--- src/design/des_core_defines.vh ---
// Constants and permutation tables for the block cipher core
`ifndef DES_CORE_DEFINES_VH
`define DES_CORE_DEFINES_VH

// Widths
`define DES_BLK_W      64
`define DES_HALF_W     32
`define DES_CD_W       56
`define DES_KHALF_W    28
`define DES_SUBKEY_W   48
`define DES_RND_W      4
`define DES_ENT_W      8
`define DES_NIB_W      4
`define DES_SIX_W      6
`define DES_NUM_SBOX   8
`define DES_SBOX_ENT   64
`define DES_SBOX_COLS  16

// Round indices
`define DES_RND_FIRST  4'h0
`define DES_RND_LAST_REG 4'he
`define DES_RND_FINAL  4'hf
`define DES_RND_ONE    4'h1

// Initial permutation, one byte per entry, first entry in the top byte
`define DES_IP_TAB {64'h3a322a221a120a02, 64'h3c342c241c140c04, \
	64'h3e362e261e160e06, 64'h4038302820181008, 64'h3931292119110901, \
	64'h3b332b231b130b03, 64'h3d352d251d150d05, 64'h3f372f271f170f07}

// Key selection into the two 28-bit halves
`define DES_PC1_TAB {64'h3931292119110901, 64'h3a322a221a120a02, \
	64'h3b332b231b130b03, 64'h3c342c243f372f27, 64'h1f170f073e362e26, \
	64'h1e160e063d352d25, 64'h1d150d051c140c04}

// Round key compression
`define DES_PC2_TAB {64'h0e110b180105031c, 64'h0f06150a17130c04, \
	64'h1a0810071b140d02, 64'h29341f252f371e28, 64'h332d21302c312738, \
	64'h22352e2a32241d20}

// Cumulative left rotation of the key halves per round
`define DES_SHIFT_TAB {64'h01020406080a0c0e, 64'h0f11131517191b1c}

// Permutation after substitution
`define DES_P_TAB {64'h100714151d0c1c11, 64'h010f171a05121f0a, \
	64'h0208180e201b0309, 64'h130d1e06160b0419}

// Substitution boxes, row-major, first entry in the top nibble
`define DES_SBOX_TAB {256'he4d12fb83a6c59070f74e2d1a6cb953841e8d62bfc973a50fc8249175b3ea06d, \
	256'hf18e6b34972dc05a3d47f28ec01a69b50e7ba4d158c6932fd8a13f42b67c05e9, \
	256'ha09e63f51dc7b428d709346a285ecbf1d6498f30b12c5ae71ad069874fe3b52c, \
	256'h7de3069a1285bc4fd8b56f03472c1ae9a690cb7df13e52843f06a1d8945bc72e, \
	256'h2c417ab6853fd0e9eb2c47d150fa3986421bad78f9c5630eb8c71e2d6f09a453, \
	256'hc1af92680d34e75baf427c9561de0b389ef528c3704a1db6432c95fabe17608d, \
	256'h4b2ef08d3c975a61d0b7491ae35c2f8614bdc37eaf6805926bd814a7950fe23c, \
	256'hd2846fb1a93e50c71fd8a374c56b0e927b419ce206adf35821e74a8dfc90356b}

`endif

--- src/design/des_round.v ---
// One combinational cipher round: expansion, key mix, substitution, permute
`timescale 1ns/1ps
`default_nettype none
`include "des_core_defines.vh"

module des_round (
	input  wire [`DES_HALF_W-1:0]   left_in,
	input  wire [`DES_HALF_W-1:0]   right_in,
	input  wire [`DES_SUBKEY_W-1:0] subkey,
	output wire [`DES_HALF_W-1:0]   left_out,
	output wire [`DES_HALF_W-1:0]   right_out
);

localparam [255:0]  p_tab    = `DES_P_TAB;
localparam [2047:0] sbox_tab = `DES_SBOX_TAB;

////////////////////////////////////////////////////////////////////////////////
// Expansion of 32 bits into eight overlapping 6-bit groups
function [`DES_SUBKEY_W-1:0] expand;
	input [`DES_HALF_W-1:0] r;
	integer g;
	integer k;
	begin
		expand = {`DES_SUBKEY_W{1'b0}};
		for (g = 0; g < `DES_NUM_SBOX; g = g + 1) begin
			for (k = 0; k < `DES_SIX_W; k = k + 1) begin
				expand[`DES_SUBKEY_W-1-(`DES_SIX_W*g+k)] =
					r[`DES_HALF_W-1-((`DES_NIB_W*g+k+`DES_HALF_W-1)
					% `DES_HALF_W)];
			end
		end
	end
endfunction

// Substitution of all eight groups
function [`DES_HALF_W-1:0] substitute;
	input [`DES_SUBKEY_W-1:0] x;
	integer g;
	integer idx;
	reg [`DES_SIX_W-1:0] b;
	begin
		substitute = {`DES_HALF_W{1'b0}};
		for (g = 0; g < `DES_NUM_SBOX; g = g + 1) begin
			b = x[`DES_SUBKEY_W-1-`DES_SIX_W*g -: `DES_SIX_W];
			idx = {b[5], b[0]} * `DES_SBOX_COLS + b[4:1];
			substitute[`DES_HALF_W-1-`DES_NIB_W*g -: `DES_NIB_W] =
				sbox_tab[`DES_NIB_W*(`DES_SBOX_ENT*(`DES_NUM_SBOX-g)
				- 1 - idx) +: `DES_NIB_W];
		end
	end
endfunction

// Fixed bit permutation of the substitution result
function [`DES_HALF_W-1:0] permute;
	input [`DES_HALF_W-1:0] x;
	integer j;
	reg [`DES_ENT_W-1:0] t;
	begin
		permute = {`DES_HALF_W{1'b0}};
		for (j = 0; j < `DES_HALF_W; j = j + 1) begin
			t = p_tab[`DES_ENT_W*(`DES_HALF_W-1-j) +: `DES_ENT_W];
			permute[`DES_HALF_W-1-j] = x[`DES_HALF_W-t];
		end
	end
endfunction

////////////////////////////////////////////////////////////////////////////////
// Round: swap halves, mix the cipher function into the new right half
assign left_out  = right_in;
assign right_out = left_in ^ permute(substitute(expand(right_in) ^ subkey));

endmodule // des_round

`default_nettype wire

--- src/design/des_core.v ---
// Block cipher core: start handshake, round sequencing and key schedule
`timescale 1ns/1ps
`default_nettype none
`include "des_core_defines.vh"

// Behaviour
// - A full encryption or decryption takes fifteen clock cycles after the block is loaded.
// - Each 64-bit block is ciphered under a 56-bit key by standard rounds.
// - The key port is 64 bits; the 8 parity bits are ignored, unchecked.
// - The data block is captured when a conversion starts; later changes ignored.
// - Start is synchronised; a conversion begins after its rising edge.
// - Direction is captured at start; 1 encrypts, 0 decrypts.
// - The result appears on its output in the cycle done rises.
// - Done rises when the result is ready and holds until the next start.
// - The active-low reset acts asynchronously, independent of the clock.
// - One clock only; no generated or gated clocks.
// - Done rises a fixed count of cycles after start rises.
// - The key is not stored; the result follows the key at all times.
// - Once done is high, the result stays stable until the next start while inputs are steady.
module des_core (
	input  wire                  clock,
	input  wire                  rst_n,
	input  wire                  start,
	input  wire                  encrypt,
	input  wire [`DES_BLK_W-1:0] data_in,
	input  wire [`DES_BLK_W-1:0] key,
	output wire [`DES_BLK_W-1:0] result,
	output reg                   done
);

localparam [1:0] ST_IDLE = 2'h0;
localparam [1:0] ST_RUN  = 2'h1;
localparam [1:0] ST_DONE = 2'h2;

localparam [511:0] ip_tab    = `DES_IP_TAB;
localparam [447:0] pc1_tab   = `DES_PC1_TAB;
localparam [383:0] pc2_tab   = `DES_PC2_TAB;
localparam [127:0] shift_tab = `DES_SHIFT_TAB;

////////////////////////////////////////////////////////////////////////////////
// Permutation and key schedule functions

// Initial permutation of the data block
function [`DES_BLK_W-1:0] init_perm;
	input [`DES_BLK_W-1:0] x;
	integer i;
	reg [`DES_ENT_W-1:0] t;
	begin
		init_perm = {`DES_BLK_W{1'b0}};
		for (i = 0; i < `DES_BLK_W; i = i + 1) begin
			t = ip_tab[`DES_ENT_W*(`DES_BLK_W-1-i) +: `DES_ENT_W];
			init_perm[`DES_BLK_W-1-i] = x[`DES_BLK_W-t];
		end
	end
endfunction

// Final permutation, the inverse of the initial one
function [`DES_BLK_W-1:0] final_perm;
	input [`DES_BLK_W-1:0] x;
	integer i;
	reg [`DES_ENT_W-1:0] t;
	begin
		final_perm = {`DES_BLK_W{1'b0}};
		for (i = 0; i < `DES_BLK_W; i = i + 1) begin
			t = ip_tab[`DES_ENT_W*(`DES_BLK_W-1-i) +: `DES_ENT_W];
			final_perm[`DES_BLK_W-t] = x[`DES_BLK_W-1-i];
		end
	end
endfunction

// Round key for a round number, straight from the key port
function [`DES_SUBKEY_W-1:0] round_key;
	input [`DES_BLK_W-1:0] k;
	input [`DES_RND_W-1:0] rnd;
	integer i;
	reg [`DES_ENT_W-1:0] t;
	reg [`DES_ENT_W-1:0] sh;
	reg [`DES_CD_W-1:0] cd;
	reg [`DES_CD_W-1:0] c2;
	reg [`DES_CD_W-1:0] d2;
	reg [`DES_CD_W-1:0] rot;
	begin
		cd = {`DES_CD_W{1'b0}};
		round_key = {`DES_SUBKEY_W{1'b0}};
		// Parity bits never appear in the selection table
		for (i = 0; i < `DES_CD_W; i = i + 1) begin
			t = pc1_tab[`DES_ENT_W*(`DES_CD_W-1-i) +: `DES_ENT_W];
			cd[`DES_CD_W-1-i] = k[`DES_BLK_W-t];
		end
		sh = shift_tab[`DES_ENT_W*(`DES_RND_FINAL-rnd) +: `DES_ENT_W];
		c2 = {cd[`DES_CD_W-1:`DES_KHALF_W], cd[`DES_CD_W-1:`DES_KHALF_W]}
			<< sh;
		d2 = {cd[`DES_KHALF_W-1:0], cd[`DES_KHALF_W-1:0]} << sh;
		rot = {c2[`DES_CD_W-1:`DES_KHALF_W], d2[`DES_CD_W-1:`DES_KHALF_W]};
		for (i = 0; i < `DES_SUBKEY_W; i = i + 1) begin
			t = pc2_tab[`DES_ENT_W*(`DES_SUBKEY_W-1-i) +: `DES_ENT_W];
			round_key[`DES_SUBKEY_W-1-i] = rot[`DES_CD_W-t];
		end
	end
endfunction

// Key index for a round, reversed for decryption
function [`DES_RND_W-1:0] key_index;
	input                  enc;
	input [`DES_RND_W-1:0] rnd;
	begin
		key_index = enc ? rnd : `DES_RND_FINAL - rnd;
	end
endfunction

////////////////////////////////////////////////////////////////////////////////
// Registers

reg  [1:0]             state_reg;
reg  [1:0]             state_next;
reg  [`DES_RND_W-1:0]  rnd_reg;
reg  [`DES_HALF_W-1:0] left_reg;
reg  [`DES_HALF_W-1:0] right_reg;
reg                    encrypt_reg;
reg                    start_meta_reg;
reg                    start_sync_reg;
reg                    start_prev_reg;

wire                   start_edge;
wire [`DES_BLK_W-1:0]  ip_data;
wire [`DES_HALF_W-1:0] step_left;
wire [`DES_HALF_W-1:0] step_right;
wire [`DES_HALF_W-1:0] fin_left;
wire [`DES_HALF_W-1:0] fin_right;

////////////////////////////////////////////////////////////////////////////////
// Start synchroniser and edge detect

always @(posedge clock or negedge rst_n) begin
	if (!rst_n) begin
		start_meta_reg <= 1'b0;
		start_sync_reg <= 1'b0;
		start_prev_reg <= 1'b0;
	end else begin
		start_meta_reg <= start;
		start_sync_reg <= start_meta_reg;
		start_prev_reg <= start_sync_reg;
	end
end

assign start_edge = start_sync_reg & ~start_prev_reg;

////////////////////////////////////////////////////////////////////////////////
// Round datapath: registered rounds and the final open round

assign ip_data = init_perm(data_in);

des_round u_step (
	.left_in   (left_reg),
	.right_in  (right_reg),
	.subkey    (round_key(key, key_index(encrypt_reg, rnd_reg))),
	.left_out  (step_left),
	.right_out (step_right)
);

// Last round runs from the live key so the result tracks it
des_round u_final (
	.left_in   (left_reg),
	.right_in  (right_reg),
	.subkey    (round_key(key, key_index(encrypt_reg, `DES_RND_FINAL))),
	.left_out  (fin_left),
	.right_out (fin_right)
);

// Halves swapped before the final permutation
assign result = final_perm({fin_right, fin_left});

////////////////////////////////////////////////////////////////////////////////
// Controller

always @* begin
	state_next = state_reg;
	case (state_reg)
		ST_IDLE: begin
			if (start_edge)
				state_next = ST_RUN;
		end
		ST_RUN: begin
			if (start_edge)
				state_next = ST_RUN;
			else if (rnd_reg == `DES_RND_LAST_REG)
				state_next = ST_DONE;
		end
		ST_DONE: begin
			if (start_edge)
				state_next = ST_RUN;
		end
		default: state_next = ST_IDLE;
	endcase
end

always @(posedge clock or negedge rst_n) begin
	if (!rst_n) begin
		state_reg   <= ST_IDLE;
		done        <= 1'b0;
		rnd_reg     <= `DES_RND_FIRST;
		left_reg    <= {`DES_HALF_W{1'b0}};
		right_reg   <= {`DES_HALF_W{1'b0}};
		encrypt_reg <= 1'b0;
	end else begin
		state_reg <= state_next;
		if (start_edge) begin
			left_reg    <= ip_data[`DES_BLK_W-1:`DES_HALF_W];
			right_reg   <= ip_data[`DES_HALF_W-1:0];
			encrypt_reg <= encrypt;
			rnd_reg     <= `DES_RND_FIRST;
			done        <= 1'b0;
		end else if (state_reg == ST_RUN) begin
			left_reg  <= step_left;
			right_reg <= step_right;
			rnd_reg   <= rnd_reg + `DES_RND_ONE;
			if (rnd_reg == `DES_RND_LAST_REG)
				done <= 1'b1;
		end
	end
end

endmodule // des_core

`default_nettype wire

--- config.mk ---
export PLATFORM = sky130hd
export DESIGN_NAME = des_core
export DESIGN_NICKNAME = d
export VERILOG_FILES = /design/src/design/des_round.v /design/src/design/des_core.v
export VERILOG_INCLUDE_DIRS = /design/src /design/src/design
export SDC_FILE = /design/constraint.sdc
export NUM_CORES = 1
export LEC_CHECK = 0
export BUFFER_PORTS_ARGS = -buffer_cell sky130_fd_sc_hd__buf_2
export CORE_UTILIZATION = 28
export DETAILED_ROUTE_END_ITERATION = 8
export PLACE_DENSITY = 0.52
export RECOVER_POWER = 25
export SKIP_LAST_GASP = 1
export SYNTH_ARGS = -nofsm -noshare
export SYNTH_HDL_FRONTEND = slang
export SYNTH_SLANG_ARGS = --single-unit
--- constraint.sdc ---
create_clock -name clock -period 6 [get_ports clock]
set_input_delay 1.2 -clock clock [delete_from_list [all_inputs] [get_ports clock]]
set_output_delay 1.2 -clock clock [all_outputs]
set_load 0.005 [all_outputs]
Word level (Yosys, flattened, before mapping):

Cells that the tools add are included.

* add/subtract/negate cells: 36
* equality and inequality tests: 5
* shift operators: 22
* multiplexer cells: 15
* bitwise logic cells: 6
* reduce and logical (&&, ||, !) cells: 6

Operators by type and width (count)
* 2048-bit by 32-bit variable part select with 4-bit output (first input constant): 16
* 128-bit by 33-bit variable part select with 8-bit output (first input constant): 2
* 10-bit by 30-bit subtractor with 30-bit output (first input constant): 8
* 56-bit by 8-bit left shift with 56-bit output: 4
* 32-bit two-way mux: 4
* 9-bit by 30-bit subtractor with 30-bit output (first input constant): 4
* 6-bit by 4-bit adder with 7-bit output: 16
* 48-bit XOR: 2
* 32-bit XOR: 2
* 7-bit by 30-bit subtractor with 30-bit output (first input constant): 2
* 8-bit by 30-bit subtractor with 30-bit output (first input constant): 2
* 4-bit two-way mux: 4
* 4-bit by 4-bit subtractor with 5-bit output (first input constant): 2
* 2-bit two-way mux: 3
* 4-bit by 1-bit adder with 4-bit output (second input constant): 1
* 4-bit equality test (second input constant): 1
* 2-bit one-hot mux with 2 select lines: 1
* 2-bit AND reduction: 2
* 2-bit nonzero test: 2
* 4-bit subtractor (first input constant): 1
* 1-bit two-way mux: 3
* 3-bit != test (second input constant): 1
* 2-bit by 1-bit equality test with 1-bit output (second input constant): 1
* 2-bit equality test (second input constant): 1
* other kinds (5): 5

* register bits: 75
* bits of input ports: 132
* output and inout port bits: 65
* word-level logic and storage cells: 99

Logic depth before layout (Yosys ltp):

Gate-level depths: netlist of the first run.

* depth in word-level cells: 12
* mapped depth: 31
* depth with buffers taken out: 20

By module:

A second synthesis of the first run with hierarchy kept.

* cell total of the unflattened synthesis: 5540
* area, all modules: 36676.4 um^2

Modules (own cells, without submodules)
* des_round at u_step: instances 1, cells an instance 2254, area an instance 13984.7 um^2, seq. area each 0.0 um^2
* des_round at u_final: instances 1, cells an instance 2203, area an instance 13733.2 um^2, seq. area each 0.0 um^2
* des_core: instances 1, cells an instance 1083, area an instance 8958.6 um^2, seq. area each 1876.8 um^2

Worst setup path after synthesis of the first run:

OpenSTA, ideal clock, no wires.

* kind: register -> register
* from: reg encrypt_reg
* to: reg right_reg[10]
* setup time: 126 ps
* data arrival time: 6172 ps
* required time: 5874 ps
* setup slack: -298 ps
* cell stages (with the launch flop): 29
* path buffers: 12
* period minus slack after synthesis: 6298 ps
* path through: dfrtp_1 -> buf_2 -> buf_2 -> buf_2 -> buf_4 -> buf_2 -> buf_2 -> buf_2 -> buf_2 -> xnor2_1 -> ha_1 -> buf_2 -> mux2_2 -> nor3_1 -> or2_0 -> clkbuf_1 -> a22oi_1 -> a221oi_1 -> a31oi_1 -> xnor2_1 -> clkbuf_1 -> ha_1 -> clkbuf_1 -> inv_1 -> xnor2_1 -> a211oi_1 -> o311a_1 -> mux2i_1 -> a221o_1

* longest elaborated chain between the ends: 11

RTL lines
* start: declaration: line des_core.v:119 `reg encrypt_reg;`
* start signal: assignment: line des_core.v:210 `encrypt_reg <= encrypt;`
* 4-bit two-way mux: line des_core.v:107 `` key_index = enc ? rnd : `DES_RND_FINAL - rnd; ``
* 4-bit by 4-bit subtractor with 5-bit output (no line)
* 128-bit by 33-bit variable part select with 8-bit output: line des_core.v:90 `` sh = shift_tab[`DES_ENT_W*(`DES_RND_FINAL-rnd) +: `DES_ENT_W]; ``
* 56-bit by 8-bit left shift with 56-bit output: line des_core.v:93 `` d2 = {cd[`DES_KHALF_W-1:0], cd[`DES_KHALF_W-1:0]} << sh; ``
* 48-bit XOR: line des_round.v:70 `assign right_out = left_in ^ permute(substitute(expand(right_in) ^ subkey));`
* 6-bit by 4-bit adder with 7-bit output: line des_round.v:45 `` idx = {b[5], b[0]} * `DES_SBOX_COLS + b[4:1]; ``
* 8-bit by 30-bit subtractor with 30-bit output (no line)
* 2048-bit by 32-bit variable part select with 4-bit output: line des_round.v:47 `` sbox_tab[`DES_NIB_W*(`DES_SBOX_ENT*(`DES_NUM_SBOX-g) ``
* 32-bit XOR: line des_round.v:70
* 32-bit two-way mux: line des_core.v:213 `end else if (state_reg == ST_RUN) begin`
* 32-bit two-way mux: line des_core.v:207 `if (start_edge) begin`
* end signal: assignment: line des_core.v:203 `` right_reg <= {`DES_HALF_W{1'b0}}; ``
* end signal: assignment: line des_core.v:209 `` right_reg <= ip_data[`DES_HALF_W-1:0]; ``
* end signal: assignment: line des_core.v:215 `right_reg <= step_right;`
* end: declaration: line des_core.v:118 `` reg [`DES_HALF_W-1:0] right_reg; ``

Every way passes these cells. The select of a mux whose other input is x is not followed.
A chain may end at the register's enable or synchronous reset.

Worst setup path after layout of the first run:

* from: reg encrypt_reg
* to: reg right_reg[11]

* longest elaborated chain between the ends: 11

RTL lines (line)
* 4-bit two-way mux: des_core.v:107
* 4-bit by 4-bit subtractor with 5-bit output (no line)
* 128-bit by 33-bit variable part select with 8-bit output: des_core.v:90
* 56-bit by 8-bit left shift with 56-bit output: des_core.v:93
* 48-bit XOR: des_round.v:70
* 6-bit by 4-bit adder with 7-bit output: des_round.v:45
* 7-bit by 30-bit subtractor with 30-bit output (no line)
* 2048-bit by 32-bit variable part select with 4-bit output: des_round.v:47
* 32-bit XOR: des_round.v:70
* 32-bit two-way mux: des_core.v:213
* 32-bit two-way mux: des_core.v:207

Every way passes these cells. The select of a mux whose other input is x is not followed.

==> key figures, run 1 <==
Run status
  – Outcome: finished, violations left
  – Failing checks: max-capacitance violations, max-slew violations

STA
  – Tmin final: 5.728 ns
  – Clock Skews: 0.02037 ns
  – Fin crit share: 95.46%
  – Fin. Hold Viols: 0
  – Setup tns final: 0 ns
  – Final Max Tran Viols: 158
  – Final setup viols: 0
  – Max Clock Freq: 174.6 MHz
  – RSZ-0062 raised after global routing: no
  – Worst slew pin tran: 3.305 ns
  – Rel. slew slack: -120.3%

Worst hold path
  – Hold Path Sink: start_sync_reg
  – Hold Path Stages: 0
  – Hold WC Path Type: flop to flop
  – Hold Path Origin: start_meta_reg

Clock tree
  – Clock Latency Late Sink: 0.40 ns
  – Clock Sinks: 75
  – Num CTS Buffers: 9
  – H-Tree Depth: 3
  – Clock root cell: clkbuf_16
  – Clock slew at reported path FFs: 0.08 ns
  – CTS Hold Bufs: 0
  – CTS Buffer Depth: 2
  – CTS tree: built

Critical path
  – Reg-to-reg setup timing slack: 0.27 ns
  – Worst EP required: 6.29 ns
  – CP endpoint kind: flop
  – Crit path max fanout: 33
  – Path depth of the worst reg2reg path: 22
  – Startpoint types: flop
  – RR Endpoint: right_reg[11]
  – Worst Path Arrival: 6.02 ns
  – Critical Setup Path Class: flop to flop
  – Reg2reg start: encrypt_reg

GRT
  – Initial antenna violation count: 18
  – Global route total overflow: 0
  – Total track usage: 23.31%
  – Global-route wire length before repair: 131.7 mm
  – Largest net degree at the start of global routing: 77
  – Vias in the first global route: 20.45k

Logic synthesis
  – Post-synth EDFFs: 0
  – Dominant synthesized flop cell: dfrtp_1
  – Mean post-synth cell area: 7.177 um^2
  – Synth warnings: 0
  – Post-synthesis cell area: 20020 um^2
  – Syn Nets: 3029
  – Synth cell types: 107
  – Seq/Total Area, Yosys: 9.377%
  – Post-Syn Instances: 2789
  – Seq cells post-synth: 75
  – Ys async rst share: 100.0%

Drt
  – Post-route ant nets: 0
  – Final WL: 87.67 mm
  – First DRT Iteration DRCs: 2215
  – Drt via density: 5.862
  – Wire per inst: 22.80 um
  – Drt pass-1 iters: 8
  – DRC: 0
  – Vias: 22.54k

Die
  – Die height: 269.4 um
  – Initial Util: 28.43%
  – Chip width: 269.4 um
  – IO Pins: 197
  – Site Rows: 97
  – Core Area: 70390 um^2
  – Die area: 72560 um^2

Finish
  – Synthesis-to-finish area growth: 12.56%
  – Fillers: 7660
  – Final core utilization: 32.01%
  – Layout Nets: 3128
  – Share of layout cells above drive strength 1: 16.45%

Placement
  – Final HPWL DP: 67.73 mm
  – Placer Congestion: 0.9934
  – PortBufs: 188

Flow run
  – MaxCap Viol Count: 3
==> worst max-delay path by stage <==
stage,endpoint,cells past startpoint,start
floorplan,right_reg[19],29,encrypt_reg
detailed placement,right_reg[1],20,encrypt_reg
finish,right_reg[11],22,encrypt_reg
CTS,right_reg[1],20,encrypt_reg
global route,result[32],11,encrypt_reg
global placement,right_reg[1],20,encrypt_reg
==> through the flow <==
stage | setup slack [ns] | area, um^2 | cells | hold slack (ns)
CTS | 0.2855 | 22500 | 3832 | 0.3493
global route | 0.001759 | 22530 | 3844 | 0.3525
detailed placement | 0.2925 | 22220 | 3816 | 0.3347
global placement | 0.3126 | 22220 | 3816 | 0.3322
floorplan | 0.008415 | 20030 | 2789 | 0.3312
finish | 0.2721 | 22530 | 3845 | 0.3479
==> area by class of cell <==
class                      count  area (um^2)  area share [%]
antenna                       12        30.03          0.1333
inverter                      70        264.0           1.172
timing repair buffer         337         2086           9.258
tap                          940         1176           5.220
clock buffer                  11        242.7           1.077
sequential                    75         1881           8.347
clock inverter                 5        37.54          0.1666
multi-input combinational   2395        16810           74.63
==> logic make-up after synthesis <==
kind of cell / count (synthesis) / synth area share, %
XOR/XNOR: 201 / 9.595
adder cells (fa/ha/maj): 108 / 6.751
multiplexers: 303 / 16.50
AND/OR/NAND/NOR: 875 / 20.17
buffers and inverters: 319 / 7.145
AO/OA/AOI/OAI: 908 / 30.46
flip-flops: 75 / 9.377
==> repair_timing <==
action                     4_1_cts  5_1_grt
setup endpoints to repair        0        6
setup buffers                    0        1
resized for setup                0        2
hold endpoints to repair         0        0
==> layout by cell type, fill, tap and decap left out, drive strengths merged, types with 18 or more instances in the layout <==
| master | count |
|---|---|
| xor2 | 72 |
| a311oi | 18 |
| a22oi | 28 |
| a211oi | 54 |
| nand2b | 32 |
| a221oi | 27 |
| dfrtp | 75 |
| inv | 68 |
| mux2 | 32 |
| buf | 333 |
| and3 | 19 |
| mux2i | 254 |
| o21ai | 218 |
| xnor2 | 128 |
| a221o | 25 |
| a21oi | 167 |
| and2 | 25 |
| nand2 | 323 |
| nor3 | 64 |
| ha | 108 |
| a31oi | 69 |
| nor2 | 221 |
| o22ai | 46 |
| or3 | 37 |
| o211ai | 67 |
| nand3 | 80 |
==> worst max-delay path, cell delays in order (launching register included) <==
cell and delay, ns:
dfrtp_4 0.54, xnor2_1 0.18, ha_1 0.34, inv_1 0.09, a222oi_1 0.32, buf_4 0.20
buf_12 0.21, buf_4 0.23, mux2i_1 0.32, o2bb2ai_1 0.18, o22ai_1 0.15, mux2i_1 0.35
xor2_1 0.41, inv_1 0.23, ha_1 0.30, nor2_1 0.18, mux2_2 0.18, a221oi_1 0.07
o31a_1 0.26, nor3_1 0.31, buf_4 0.20, mux2i_1 0.08, a221o_1 0.26
==> synth_stat cells (11+ instances only) <==
master / instances / area [um^2]
or3_1: 37 / 231.5
a32oi_1: 11 / 96.34
inv_1: 61 / 229.0
a221o_1: 25 / 250.2
o211ai_1: 67 / 503.0
clkbuf_1: 139 / 521.8
a22oi_1: 27 / 202.7
xnor2_2: 11 / 178.9
nor2_1: 219 / 822.0
dfrtp_1: 75 / 1877
nor4_1: 13 / 81.33
mux2_2: 31 / 349.1
xor2_1: 66 / 578.1
nand3_1: 80 / 400.4
xnor2_1: 116 / 1016
o21ai_0: 203 / 1016
o221ai_1: 16 / 140.1
o31ai_1: 15 / 112.6
mux4_2: 17 / 382.9
and2_1: 23 / 143.9
a31oi_1: 68 / 425.4
o22ai_1: 46 / 287.8
a21oi_1: 166 / 830.8
a211oi_1: 54 / 405.4
a311oi_1: 17 / 148.9
nor2b_1: 14 / 87.58
mux2i_1: 252 / 2522
o21ai_1: 14 / 70.07
nand2b_1: 32 / 200.2
buf_1: 18 / 67.56
nor3_1: 62 / 310.3
nand2_1: 321 / 1205
buf_4: 14 / 105.1
a221oi_1: 27 / 236.5
buf_2: 65 / 325.3
and3_1: 19 / 118.9
ha_1: 108 / 1351
a2111oi_0: 15 / 131.4
==> layer usage <==
layer	GRT usage [%]	wire length (um)
met5	0	56
met2	36.94	39650
met4	11.47	4677
met1	30.84	37160
met3	3.277	6117
Power of run 1 is not shown: default switching activity piles up to over one toggle a cycle in this logic, so the estimate is an artifact.
==> inputs of run 2 (changes only) <==
==> constraint.sdc (replaced) <==
create_clock -name clock -period 6 [get_ports clock]
set_input_delay 0.3 -clock clock [delete_from_list [all_inputs] [get_ports clock]]
set_output_delay 0.3 -clock clock [all_outputs]
set_load 0.005 [all_outputs]
==> key figures, run 2 (synthesis gave the netlist of run 1 again) <==
STA
  – RSZ-0062 raised after global routing: yes
  – Final setup viols: 0 (unchanged)
  – Setup tns final: 0 ns (unchanged)
  – Fin crit share: 95.88% (+0.42 points)
  – Clock Skews: 0.01305 ns (-0.007327 ns)
  – Fin. Hold Viols: 0 (unchanged)
  – Final hold slack: 0.1369 ns (-0.2109 ns)
  – Max Clock Freq: 173.8 MHz (-0.44%)
  – Worst slew pin tran: 3.661 ns (+0.3557 ns)
  – Final Max Tran Viols: 58 (-63%)
  – Tmin final: 5.753 ns (+0.02517 ns)
  – Rel. slew slack: -144.1% (-24 points)

Clock tree
  – CTS tree: built
  – Clock slew at reported path FFs: 0.08 ns (about the same)
  – CTS Buffer Depth: 2 (unchanged)
  – H-Tree Depth: 3 (unchanged)
  – Clock Sinks: 75 (unchanged)
  – Num CTS Buffers: 9 (unchanged)
  – Clock root cell: clkbuf_16
  – Clock Latency Late Sink: 0.39 ns (about the same)

Worst hold path
  – Hold WC Path Type: primary input to flop

Die
  – Die area: 72560 um^2 (unchanged)
  – Site Rows: 97 (unchanged)
  – Chip width: 269.4 um (unchanged)
  – Initial Util: 28.43% (unchanged)
  – Core Area: 70390 um^2 (unchanged)
  – IO Pins: 197 (unchanged)
  – Die height: 269.4 um (unchanged)

Finish
  – Final core utilization: 31.87% (-0.14 points)
  – Layout Cells excl Fill: 3824 (-0.55%)
  – Synthesis-to-finish area growth: 12.08%
  – Share of layout cells above drive strength 1: 15.75% (-0.71 points)
  – Commonest non-fill, non-tap cell in the layout: nand2_1
  – Layout Nets: 3112 (-0.51%)
  – Commonest non-fill, non-tap cells in the layout: nand2_1, mux2i_1, nor2_1, o21ai_0, buf_2

Run status
  – Outcome: finished, violations left
  – Failing checks: max-capacitance violations, max-slew violations

GRT
  – Global route total overflow: 0 (unchanged)
  – Initial antenna violation count: 9 (-9)
  – Largest net degree at the start of global routing: 77 (unchanged)
  – Total track usage: 23.14% (-0.17 points)
  – Global-route wire length before repair: 129.9 mm (-1.4%)
  – Vias in the first global route: 20.29k (-0.80%)

Drt
  – Met3 WL post-DR: 5.704 mm (-6.8%)
  – Highest Signal Layer: met5
  – DRC: 0 (unchanged)
  – Wire per inst: 22.95 um (+0.65%)
  – DR WL met2: 39.19 mm (-1.2%)
  – Drt via density: 5.842 (-0.35%)
  – Met1 Wirelength: 38.13 mm (+2.6%)
  – Vias: 22.34k (-0.90%)
  – Post-route ant nets: 0 (unchanged)
  – First DRT Iteration DRCs: 2855 (+29%)
  – Final WL: 87.75 mm (about the same)
  – Drt pass-1 iters: 7 (-1)

Placement
  – Final HPWL DP: 67.19 mm (-0.79%)
  – Placer Congestion: 0.9737 (-2.0%)
  – Placed cell count: 3798 (-0.47%)
  – PortBufs: 188 (unchanged)

Critical path
  – Startpoint types: flop
  – Path depth of the worst reg2reg path: 19 (-14%)
  – Worst setup path startpoint: encrypt_reg
  – Setup crit end: right_reg[20]
  – Worst EP required: 6.26 ns (-0.03 ns)
  – Reg-to-reg setup timing slack: 0.25 ns (-0.03 ns)
  – Reg2reg start: encrypt_reg
  – Crit path max fanout: 12 (-64%)
  – Critical Setup Path Class: flop to flop
  – RR Endpoint: right_reg[20]
  – Worst Path Arrival: 6.01 ns (about the same)
  – CP endpoint kind: flop

Flow run
  – MaxCap Viol Count: 1 (-2)
## run 2: cell count changes in the layout (fill, tap and decap cells not counted), sizes merged
cell,before,now
clkinv,5,6
dlygate4sd3,0,2
clkinvlp,2,1
clkbuf,15,19
bufinv,0,1
buf,333,310
diode,12,7
## run 2: area by class of cell
class	count	area, um^2
clock inverters	6	65.06
multi-input cells	2395	16810
diodes	7	17.52
inverters	70	264.0
fillers	7710	47960
repair buffers	321	1991
clock buffers	10	229.0
flip-flops and latches	75	1881
well taps	940	1176
## run 2: per-layer routing
layer / GRT usage (%) / vias to the layer above
li1: - / 10560
met1: 30.50 / 10670
met2: 36.20 / 932
met3: 3.963 / 177
met4: 11.60 / 4
met5: 0 / -
## run 2: critical path: stages, from the launching register on
cell and delay, ns:
dfrtp_4 0.55, xnor2_1 0.16, ha_1 0.41, and2b_1 0.29
or3_1 0.36, buf_4 0.19, a21oi_2 0.44, a222oi_1 0.24
a221oi_1 0.34, a31oi_1 0.14, xnor2_1 0.57, ha_1 0.46
inv_1 0.22, nand2_1 0.08, o221ai_1 0.20, nor2_1 0.06
o41ai_1 0.46, buf_4 0.21, mux2i_1 0.18, nand2_1 0.06
## run 2: metrics by stage
step           area (um^2)  worst slack (ns)
2_1_floorplan        20030          0.008415
3_3_place_gp         22110            0.2442
3_5_place_dp         22110            0.2439
4_1_cts              22420            0.2293
5_1_grt              22430          -0.04200
6_report             22430            0.2470
## run 2: worst min-delay path by stage
stage	depth (start not counted)	startpoint	slack, ns	to
floorplan	0	rst_n	0.004	done
global placement	1	rst_n	0.21	start_meta_reg
detailed placement	1	rst_n	0.21	start_meta_reg
CTS	2	data_in[51]	0.11	right_reg[9]
global route	2	data_in[47]	0.13	right_reg[26]
finish	2	data_in[51]	0.14	right_reg[9]
## run 2: repair_timing
item,CTS,global route
buffers inserted,0,1
setup endpoints to repair,0,4
hold buffers,2,0
gates resized for setup,0,3
hold endpoints to repair,19,0
Power of run 2 is left out for the same reason.
